File: src/bpbus_defines.svh
// constants for the backplane device bus slave
`ifndef BPBUS_DEFINES_SVH
`define BPBUS_DEFINES_SVH
`define BPBUS_DATA_W 8
`define BPBUS_ADDR_W 10
`define BPBUS_NUM_DEV 16
`define BPBUS_NUM_MEM 4
`define BPBUS_REG_CTRL 10'h000
`define BPBUS_REG_STAT 10'h000
`define BPBUS_REG_AUX 10'h001
`define BPBUS_STAT_ALERT_BIT 7
`define BPBUS_STAT_ALARM_BIT 1
`define BPBUS_STAT_DONE_BIT 0
`define BPBUS_CTRL_CLR_DONE_BIT 0
`define BPBUS_CTRL_ALERT_EN_BIT 7
`define BPBUS_CTRL_RESET 8'h80
`define BPBUS_MEM_DEPTH 64
`endif

File: src/bpbus_pkg.sv
// types for the backplane device bus slave
package bpbus_pkg;
  typedef enum logic [1:0] {BPBUS_IDLE, BPBUS_WRITE, BPBUS_READ} bpbus_cyc_t;
endpackage

File: src/bpbus_slave.sv
// board-side slave of the backplane device bus
`timescale 1ns/1ps
`include "bpbus_defines.svh"
module bpbus_slave
  import bpbus_pkg::*;
#(
  parameter int DEV_ID = 0,
  parameter int MEM_ID = 0,
  parameter int MEM_DEPTH = `BPBUS_MEM_DEPTH
) (
  // clock, reset, enable
  input wire logic clk_sys,
  input wire logic arst_n,
  input wire logic clk_en,
  // backplane bus pins
  input wire logic [`BPBUS_ADDR_W-1:0] bus_addr,
  input wire logic [`BPBUS_DATA_W-1:0] bus_data_in,
  output logic [`BPBUS_DATA_W-1:0] bus_data_out,
  output logic bus_data_oe,
  input wire logic bus_read_write,
  input wire logic bus_strobe_n,
  input wire logic [`BPBUS_NUM_DEV-1:0] device_select_n,
  input wire logic [`BPBUS_NUM_MEM-1:0] memory_select_n,
  input wire logic bus_reset_n,
  output logic fast_alert_request_n,
  output logic fast_alert_request_oe,
  output logic board_fitted_n,
  output logic board_fitted_oe,
  // board events and state
  input wire logic op_done,
  input wire logic alarm_event,
  input wire logic [`BPBUS_DATA_W-1:0] aux_status,
  output logic [`BPBUS_DATA_W-1:0] control_out
);
  localparam int AW = `BPBUS_ADDR_W;
  localparam int DW = `BPBUS_DATA_W;
  localparam int MW = $clog2(MEM_DEPTH);

  // ****************************************
  // reset release and pin synchronisers
  // ****************************************
  logic [1:0] rst_pipe;
  logic rst_n;
  always_ff @(posedge clk_sys or negedge arst_n)
  begin
    if (!arst_n)
      rst_pipe <= 2'h0;
    else
      rst_pipe <= {rst_pipe[0], 1'h1};
  end
  assign rst_n = rst_pipe[1];

  localparam int SW = AW + DW + 1 + 1 + 1 + 1 + 1;
  logic [SW-1:0] pin_raw;
  logic [SW-1:0] pin_s;
  logic [AW-1:0] s_addr;
  logic [DW-1:0] s_data;
  logic s_rw;
  logic s_strobe_n;
  logic s_dev_n;
  logic s_mem_n;
  logic s_breset_n;
  assign pin_raw = {bus_addr, bus_data_in, bus_read_write, bus_strobe_n,
                    device_select_n[DEV_ID], memory_select_n[MEM_ID], bus_reset_n};
  assign {s_addr, s_data, s_rw, s_strobe_n, s_dev_n, s_mem_n, s_breset_n} = pin_s;

  bpbus_sync #(.W(SW), .INIT({{(AW + DW + 1){1'b0}}, 4'hF})) u_sync (
    .clk_sys(clk_sys),
    .rst_n(rst_n),
    .clk_en(clk_en),
    .d(pin_raw),
    .q(pin_s)
  );

  // ****************************************
  // cycle decode
  // ****************************************
  logic dev_sel;
  logic mem_sel;
  logic strobe_low;
  logic strobe_rise;
  logic strobe_prev;
  // a cycle starts, and read data is driven, only while its own select and the strobe are low
  assign dev_sel = !s_dev_n;
  assign mem_sel = !s_mem_n;
  assign strobe_low = !s_strobe_n;
  assign strobe_rise = !strobe_prev && s_strobe_n;

  // ****************************************
  // register and memory state
  // ****************************************
  logic [DW-1:0] ctrl;
  logic [DW-1:0] next_ctrl;
  logic done_flag;
  logic next_done_flag;
  logic alarm_flag;
  logic next_alarm_flag;
  logic [DW-1:0] mem [MEM_DEPTH];
  logic [DW-1:0] next_mem [MEM_DEPTH];
  logic [AW-1:0] cyc_addr;
  logic [AW-1:0] next_cyc_addr;
  logic cyc_dev;
  logic next_cyc_dev;
  logic cyc_mem;
  logic next_cyc_mem;
  logic [DW-1:0] cyc_data;
  logic [DW-1:0] next_cyc_data;
  bpbus_cyc_t cyc;
  bpbus_cyc_t next_cyc;
  logic [DW-1:0] status_word;
  logic [DW-1:0] rd_word;
  logic alert;

  assign alert = (done_flag || alarm_flag) && ctrl[`BPBUS_CTRL_ALERT_EN_BIT];

  always_comb
  begin
    status_word = '0;
    status_word[`BPBUS_STAT_ALERT_BIT] = alert;
    status_word[`BPBUS_STAT_ALARM_BIT] = alarm_flag;
    status_word[`BPBUS_STAT_DONE_BIT] = done_flag;
    rd_word = '0;
    if (mem_sel)
      rd_word = mem[s_addr[MW-1:0]];
    else if (s_addr == `BPBUS_REG_STAT)
      rd_word = status_word;
    else if (s_addr == `BPBUS_REG_AUX)
      rd_word = aux_status;
  end

  always_comb
  begin
    next_cyc = cyc;
    next_cyc_addr = cyc_addr;
    next_cyc_dev = cyc_dev;
    next_cyc_mem = cyc_mem;
    next_cyc_data = cyc_data;
    next_ctrl = ctrl;
    next_mem = mem;
    next_done_flag = done_flag;
    next_alarm_flag = alarm_flag;
    case (cyc)
      BPBUS_IDLE:
      begin
        if (strobe_low && (dev_sel || mem_sel))
          next_cyc = s_rw ? BPBUS_READ : BPBUS_WRITE;
      end
      BPBUS_WRITE:
      begin
        // latch address, data and target while the strobe is low
        if (strobe_low)
        begin
          next_cyc_addr = s_addr;
          next_cyc_data = s_data;
          next_cyc_dev = dev_sel;
          next_cyc_mem = mem_sel;
        end
        else
        begin
          next_cyc = BPBUS_IDLE;
          // commit on the rising strobe edge
          if (strobe_rise && cyc_mem)
            next_mem[cyc_addr[MW-1:0]] = cyc_data;
          else if (strobe_rise && cyc_dev && cyc_addr == `BPBUS_REG_CTRL)
          begin
            next_ctrl = cyc_data;
            if (cyc_data[`BPBUS_CTRL_CLR_DONE_BIT])
              next_done_flag = 1'b0;
          end
        end
      end
      BPBUS_READ:
      begin
        if (!strobe_low)
          next_cyc = BPBUS_IDLE;
      end
      default:
        next_cyc = BPBUS_IDLE;
    endcase
    // events win over clears
    if (op_done)
      next_done_flag = 1'b1;
    if (!s_breset_n)
      next_alarm_flag = 1'b0;
    if (alarm_event)
      next_alarm_flag = 1'b1;
  end

  // ****************************************
  // pin drivers
  // ****************************************
  logic [DW-1:0] next_bus_data_out;
  logic next_bus_data_oe;
  logic next_alert_oe;
  logic next_fitted_oe;
  always_comb
  begin
    next_bus_data_oe = strobe_low && s_rw && (dev_sel || mem_sel);
    next_bus_data_out = next_bus_data_oe ? rd_word : '0;
    next_alert_oe = alert;
    next_fitted_oe = dev_sel;
  end

  always_ff @(posedge clk_sys or negedge rst_n)
  begin
    if (!rst_n)
    begin
      cyc <= BPBUS_IDLE;
      cyc_addr <= '0;
      cyc_dev <= 1'b0;
      cyc_mem <= 1'b0;
      cyc_data <= '0;
      ctrl <= `BPBUS_CTRL_RESET;
      done_flag <= 1'b0;
      alarm_flag <= 1'b0;
      strobe_prev <= 1'b1;
      bus_data_out <= '0;
      bus_data_oe <= 1'b0;
      fast_alert_request_oe <= 1'b0;
      board_fitted_oe <= 1'b0;
      for (int i = 0; i < MEM_DEPTH; i++)
        mem[i] <= '0;
    end
    else if (clk_en)
    begin
      cyc <= next_cyc;
      cyc_addr <= next_cyc_addr;
      cyc_dev <= next_cyc_dev;
      cyc_mem <= next_cyc_mem;
      cyc_data <= next_cyc_data;
      ctrl <= next_ctrl;
      done_flag <= next_done_flag;
      alarm_flag <= next_alarm_flag;
      strobe_prev <= s_strobe_n;
      bus_data_out <= next_bus_data_out;
      bus_data_oe <= next_bus_data_oe;
      fast_alert_request_oe <= next_alert_oe;
      board_fitted_oe <= next_fitted_oe;
      mem <= next_mem;
    end
  end

  // open-drain lines only ever pull low
  always_ff @(posedge clk_sys or negedge rst_n)
  begin
    if (!rst_n)
    begin
      fast_alert_request_n <= 1'b0;
      board_fitted_n <= 1'b0;
      control_out <= `BPBUS_CTRL_RESET;
    end
    else if (clk_en)
    begin
      fast_alert_request_n <= 1'b0;
      board_fitted_n <= 1'b0;
      control_out <= next_ctrl;
    end
  end
endmodule

File: src/bpbus_sync.sv
// two-flop synchroniser for a vector of pin inputs
`timescale 1ns/1ps
module bpbus_sync #(
  parameter int W = 1,
  parameter logic [W-1:0] INIT = '0
) (
  // clock and reset
  input wire logic clk_sys,
  input wire logic rst_n,
  input wire logic clk_en,
  // data
  input wire logic [W-1:0] d,
  output logic [W-1:0] q
);
  logic [W-1:0] meta;
  logic [W-1:0] next_meta;
  logic [W-1:0] next_q;

  always_comb
  begin
    next_meta = clk_en ? d : meta;
    next_q = clk_en ? meta : q;
  end

  always_ff @(posedge clk_sys or negedge rst_n)
  begin
    if (!rst_n)
    begin
      meta <= INIT;
      q <= INIT;
    end
    else
    begin
      meta <= next_meta;
      q <= next_q;
    end
  end
endmodule

File: config.mk
export PLATFORM = sky130hd
export DESIGN_NAME = bpbus_slave
export DESIGN_NICKNAME = d
export VERILOG_FILES = /design/src/bpbus_pkg.sv /design/src/bpbus_slave.sv /design/src/bpbus_sync.sv
export VERILOG_INCLUDE_DIRS = /design/src /design/src/src
export SDC_FILE = /design/constraint.sdc
export NUM_CORES = 1
export LEC_CHECK = 0
export BUFFER_PORTS_ARGS = -buffer_cell sky130_fd_sc_hd__buf_2
export CORE_MARGIN = 5
export CORE_UTILIZATION = 52
export DETAILED_ROUTE_END_ITERATION = 16
export GPL_ROUTABILITY_DRIVEN = 0
export GPL_TIMING_DRIVEN = 0
export PLACE_DENSITY = 0.79
export SYNTH_ARGS = -nofsm -noshare
export SYNTH_HDL_FRONTEND = slang
export SYNTH_HIERARCHICAL = 1
export SYNTH_SLANG_ARGS = --single-unit
export TNS_END_PERCENT = 100
File: constraint.sdc
create_clock -name clk_sys -period 29.3 [get_ports clk_sys]
set_clock_uncertainty 0.1 [all_clocks]
set_input_delay 2.93 -clock clk_sys [delete_from_list [all_inputs] [get_ports clk_sys]]
set_output_delay 2.93 -clock clk_sys [all_outputs]
set_load 0.05 [all_outputs]
==> results of run 1 <==
## cells in the final DEF (no fill, tap or decap), types with 5 or more instances in the layout
master,instances
o22ai_1,9
nor2_1,17
buf_12,5
clkbuf_16,60
nor2_8,8
clkinv_2,9
nor2_4,10
mux4_2,118
clkbuf_1,93
a221oi_1,7
buf_2,81
a22o_1,9
a21oi_1,11
mux2_4,48
dfstp_2,10
buf_16,8
or3_1,8
bufinv_16,8
nor2b_1,18
mux2_2,539
o32ai_1,5
dfrtp_1,593
clkbuf_8,16
nand3_1,10
nand3b_1,8
mux2_1,13
nand2_1,51
mux2i_1,48
nand2b_1,8
buf_4,17
inv_1,9
nor2_2,26
o21ai_0,20
## synthesized netlist by cell type (11+ instances only)
library cell	number	area (sq um)
dfrtp_1	594	14860
a21oi_1	11	55.05
nor2_1	17	63.81
mux2i_1	48	480.5
mux4_2	118	2658
o21ai_0	20	100.1
clkbuf_1	79	296.5
nor2b_1	18	112.6
mux2_1	13	146.4
nand2_1	51	191.4
buf_2	27	135.1
nor2_2	26	162.7
buf_4	17	127.6
mux2_4	48	720.7
mux2_2	539	6070
## sequential cells by signal (all words and copies together), names as in the netlist, 2 cells and up
register,cells
u_sync/q,23
cyc_addr,10
control_out,8
rst_pipe,2
cyc,2
u_sync/meta,23
cyc_data,8
mem,512
bus_data_out,8
## per-layer routing
metal / up-vias / GRT usage / part of all wire
li1: 6876 / - / -
met1: 8963 / 0.3502 / 0.40
met2: 748 / 0.4060 / 0.47
met3: 207 / 0.05634 / 0.079
met4: 2 / 0.1116 / 0.053
met5: - / 0 / 0.0011
## critical path: cells and delay by family
| family | cells | cell delay (ps) |
|---|---|---|
| buffers and inverters | 3 | 540 |
| AND/OR/NAND/NOR | 4 | 1140 |
| multiplexers | 1 | 410 |
## logic make-up after synthesis
kind of cell / Yosys count / synth area share
adder cells (fa/ha/maj): 2 / 0.0009006
flip-flops: 604 / 0.5445
other: 2 / 0.0002703
AND/OR/NAND/NOR: 195 / 0.04576
multiplexers: 766 / 0.3626
buffers and inverters: 142 / 0.02585
AO/OA/AOI/OAI: 82 / 0.02013
## how the worst max path moves through the flow
stage                            from              end  slack, ps  cells after the start
after global placement    rst_pipe[1]      u_sync/q[4]       5670                      0
after global routing           clk_en  bus_data_out[2]      24630                      6
final                          clk_en         mem[182]      24650                      8
after CTS                      clk_en         mem[171]      24700                      8
after floorplan           rst_pipe[1]       alarm_flag      11140                      0
after detailed placement       clk_en  bus_data_out[3]      24070                      6
## through the flow
| step | area, sq um | power [uW] | hold WS, ps |
|---|---|---|---|
| final | 31280 | 2145 | 255.4 |
| after global routing | 31270 | 2207 | 265.3 |
| after CTS | 31270 | 2141 | 257.7 |
| after floorplan | 27790 | 1157 | 231.2 |
| after global placement | 28920 | 1312 | 237.4 |
| after detailed placement | 29160 | 1329 | 243.6 |
## final cells by class
cell class	instances	area, sq um	share of cell area
diodes	2	5.005	0.0001600
plain buffers	132	680.7	0.02176
clock buffers	90	1774	0.05672
clock inverters	22	336.6	0.01076
inverters	10	37.54	0.001200
multi-input cells	1048	11940	0.3818
flip-flops and latches	604	15130	0.4838
well taps	688	860.8	0.02752
repair buffers	63	510.5	0.01632
## power breakdown
part / total, uW / leakage [uW] / internal, uW / switching, uW
sequential: 902 / 0.00826 / 873 / 29.0
clock: 817 / 0.00104 / 488 / 329
combinational: 426 / 0.00581 / 116 / 310
==> results.py, run 1 <==
metrics = {
    "cts": {
        "cts_resized": 0,
        "clk_pin_slew_ps": 60,
        "root_buffer": "clkbuf_16",
        "numCtsBuffers": 59,
        "cts.sinks": 604,
        "cts_tree": "done",
        "postCtsHoldBufs": 0,
        "clock_path_buffers": 3,
        "h-tree-depth": 2,
        "clk_latency_ps": 630,
        "cts_setup_buffers": 0,
    },
    "grt": {
        "antenna_found_initial": 1,
        "grt_pass1_wl_mm": 112.4,
        "grt_max_degree": 74,
        "grt_usage": 0.2578,
        "overflow": 0,
        "grt_pass1_vias": 17820,
    },
    "worst_hold_path": {
        "hp-class": "flip-flop to flip-flop",
        "hold_end": "rst_pipe[1]",
        "min_from": "rst_pipe[0]",
        "whs_path_depth": 0,
    },
    "route": {
        "via_per_inst": 6.317,
        "first_iter_violations": 1615,
        "dr.pass1.iters": 6,
        "post_drt_wl_per_cell_um": 28.04,
        "drc_errors": 0,
        "drtAntennaViolNets": 0,
        "vias": 16800,
        "routed_wl_mm": 74.55,
    },
    "floorplanning": {
        "initial_core_util": 0.5266,
        "die_w_um": 241.1,
        "fp.dieH_um": 241.1,
        "die_area_sq_um": 58150,
        "core-area_sq_um": 52760,
        "ios": 75,
        "num_rows": 84,
    },
    "placed_design": {
        "dp_cells": 2545,
        "hpwl_mm": 51.43,
        "port_buffers": 54,
        "post-place-ws_ps": 24070,
    },
    "run_status": {
        "outcome": "completed",
    },
    "critical_path": {
        "cpMaxStageDelayCell": "nor2_2",
        "crit_fanout": 8,
        "crit_type": "input port to flip-flop",
        "cp_common_cell": "buf_2",
        "crit_required_ps": 29700,
        "rrSetupSlack_ps": 25340,
        "max_stage_delay_ps": 580,
        "crit_arrival_ps": 5050,
        "r2r-start": "u_sync/q[15]",
        "r2r-end": "bus_data_out[1]",
        "path_cells": "buf_2, and4b_1, and3_1, buf_2, nand3b_1, buf_2, nor2_2, mux2_2",
        "r2r_cells": 7,
        "cp-start-kind": "input port",
        "worstSetupEndpointType": "flip-flop",
    },
    "timing": {
        "final.setup.tns_ps": 0,
        "finalWorstSetupSlack_ps": 24650,
        "tightestPinTransition_ps": 1411,
        "fmaxAchievable_mhz": 215.0,
        "finalHoldViolCount": 0,
        "maxSlewHeadroom": 0.05188,
        "setup_violations": 0,
        "post-route-period-util": 0.1587,
        "post-route-min-period_ps": 4651,
        "rsz0062_at_grt": "no",
        "slew_viol_final": 0,
    },
    "logic_synthesis": {
        "syn_area_sq_um": 27780,
        "yosysSeqAreaShare": 0.5445,
        "netlist_instances": 1793,
        "synth_cell_type_count": 59,
        "async_reset_ff_frac": 1.000,
        "yosys_warnings": 6,
        "synth-main-ff-cell": "dfrtp_1",
        "avgSynthCellArea_sq_um": 15.50,
        "synth_edf_count": 0,
        "ys_ff_latch": 604,
    },
    "power": {
        "power_leakage_uw": 0.01511,
        "ir_drop_v": 0.00004603,
        "power.density_nw_per_um2": 68.57,
    },
    "layout": {
        "fin_util": 0.5928,
        "drive_above_1_share": 0.4992,
        "n_fill_cell": 3861,
        "final_cells": 2659,
        "areaGrowthSynthToFinish_pct": 12.58,
        "nets": 1974,
    },
    "flow_run": {
        "drv_cap": 0,
    },
}
Power figures use the tool's default switching activity.
==> run 2: changes to the inputs <==
PLACE_DENSITY = 0.82   (was 0.79)
clock period = 3.7 ns   (was 29.3 ns; I/O delays follow)
==> run 2 against run 1 <==
The run now ends with setup timing left. Hold slack worse by 75 ps. Design area grew 0.55%. Clock power grew to 7.4 times the previous value. Power grew to 7.7 times the previous value. Core utilization grew 0.32 points.
==> results.py, run 2 (synthesis gave the netlist of run 1 again) <==
metrics = {
    "critical_path": {
        "cp-start-kind": "flip-flop",
        "crit_fanout": 10,
        "worstSetupEndpointType": "flip-flop",
        "crit_type": "flip-flop to flip-flop",
        "r2r_cells": 7,
        "r2r-start": "u_sync/q[15]",
        "r2r-end": "bus_data_out[2]",
        "rrSetupSlack_ps": -120,
        "crit_arrival_ps": 4190,
        "crit_required_ps": 4070,
    },
    "timing": {
        "slew_viol_final": 0,
        "finalHoldViolCount": 0,
        "setup_violations": 3,
        "maxSlewHeadroom": 0.04494,
        "post-route-period-util": 1.032,
        "tightestPinTransition_ps": 1422,
        "fmaxAchievable_mhz": 262.0,
        "post-route-min-period_ps": 3817,
        "finalWorstSetupSlack_ps": -116.9,
        "rsz0062_at_grt": "no",
    },
    "floorplanning": {
        "core-area_sq_um": 52760,
        "num_rows": 84,
        "die_area_sq_um": 58150,
        "die_w_um": 241.1,
        "initial_core_util": 0.5266,
        "ios": 75,
        "fp.dieH_um": 241.1,
    },
    "grt": {
        "grt_pass1_vias": 18030,
        "overflow": 0,
        "grt_pass1_wl_mm": 112.8,
        "grt_max_degree": 77,
        "grt_usage": 0.2587,
        "antenna_found_initial": 1,
    },
    "route": {
        "drc_errors": 0,
        "drtAntennaViolNets": 0,
        "via_per_inst": 6.286,
        "post_drt_wl_per_cell_um": 27.87,
        "routed_wl_mm": 74.90,
        "first_iter_violations": 1752,
        "vias": 16890,
        "dr.pass1.iters": 6,
    },
    "cts": {
        "numCtsBuffers": 58,
        "cts_setup_buffers": 0,
        "clk_pin_slew_ps": 60,
        "cts.sinks": 604,
        "clk_latency_ps": 620,
        "clock_path_buffers": 3,
        "cts_tree": "done",
        "root_buffer": "clkbuf_16",
        "h-tree-depth": 2,
    },
    "layout": {
        "top_regs": "mem (512), u_sync/meta (23), u_sync/q (23)",
        "mostFrequentLayoutCell": "dfrtp_1",
        "largest_register_ffs": 512,
        "drive_above_1_share": 0.4897,
        "n_fill_cell": 3797,
        "nets": 2005,
        "stdcell_area_sq_um": 31450,
        "top_register": "mem",
        "layout_common_cells": "593 x dfrtp_1, 539 x mux2_2, 118 x mux4_2, 95 x clkbuf_1, 81 x buf_2",
        "areaGrowthSynthToFinish_pct": 13.20,
    },
    "flow_run": {
        "drv_cap": 0,
    },
    "worst_hold_path": {
        "min_from": "clk_en",
        "whs_path_depth": 3,
        "hold_end": "u_sync/meta[0]",
        "hp-class": "input port to flip-flop",
    },
    "run_status": {
        "outcome": "finished with violations",
        "violations": "setup timing",
    },
    "placed_design": {
        "port_buffers": 54,
        "placed_area_sq_um": 29170,
        "post-place-ws_ps": 128.0,
        "hpwl_mm": 50.81,
    },
    "power": {
        "ir_drop_v": 0.0003451,
        "power_leakage_uw": 0.01517,
        "power.density_nw_per_um2": 527.4,
    },
}
## run 2: changes by cell type in the layout (fill, tap and decap cells not counted), moves of 2 or more
cell / before / now
bufinv_16: 8 / 3
clkbuf_1: 93 / 95
clkbuf_8: 16 / 18
dlygate4sd3_1: 0 / 32
## run 2: timing repair
item / in CTS / in global routing
hold endpoints to repair: 32 / 0
resized for setup: 0 / 2
setup endpoints to repair: 0 / 1
hold buffers: 32 / 0
## run 2: cell type report
class                           count  area, sq um  share of cell area
Antenna cell                        2        5.005           0.0001591
Buffer                            132        686.9             0.02184
Clock buffer                       93         1784             0.05673
Clock inverter                     15        156.4            0.004973
Inverter                           10        37.54            0.001194
Multi-Input combinational cell   1048        11950              0.3799
Sequential cell                   604        15130              0.4811
Tap cell                          688        860.8             0.02737
Timing Repair Buffer               95        838.3             0.02666
## run 2: critical path, stage by stage (launching register included)
cell	delay, ps
dfrtp_1	340
buf_2	400
buf_1	750
clkbuf_1	810
mux2i_1	360
o32ai_1	140
o21ai_0	590
nand3_1	160
## run 2: metrics by stage
stage	total power (uW)	std cells	setup TNS, ps	hold slack (ps)	util
finish	16580	2687	-257.3	180.2	0.5961
floorplan	9155	1794	-1339920	-25.59	-
detailed placement	10490	2545	0	63.87	0.5529
global route	17060	2685	0	174.5	0.5960
CTS	16540	2685	0	166.6	0.5957
global placement	10340	2536	-2354540	57.89	0.5482
## run 2: layer usage
metal / share of wire / up-vias / track usage / routed length [um]
li1: - / 6934 / - / -
met4: 0.055 / 2 / 0.1169 / 4107
met3: 0.083 / 219 / 0.06708 / 6219
met2: 0.47 / 791 / 0.4103 / 35170
met5: 0.00017 / - / 0 / 13
met1: 0.39 / 8944 / 0.3396 / 29390
## run 2: worst max-delay path by stage
stage               cells after the start               to  slack (ps)    startpoint
detailed placement                      8  bus_data_out[5]         130  u_sync/q[14]
floorplan                               0       alarm_flag       -2250   rst_pipe[1]
global placement                        0  u_sync/meta[22]       -4020   rst_pipe[1]
CTS                                     8  bus_data_out[5]         100  u_sync/q[14]
finish                                  7  bus_data_out[2]        -120  u_sync/q[15]
global route                            8  bus_data_out[5]           6  u_sync/q[14]
## run 2: power breakdown
part           internal (uW)  switching, uW  total [uW]
clock network           3500           2570        6060
registers               6910            230        7140
logic                    941           2440        3380
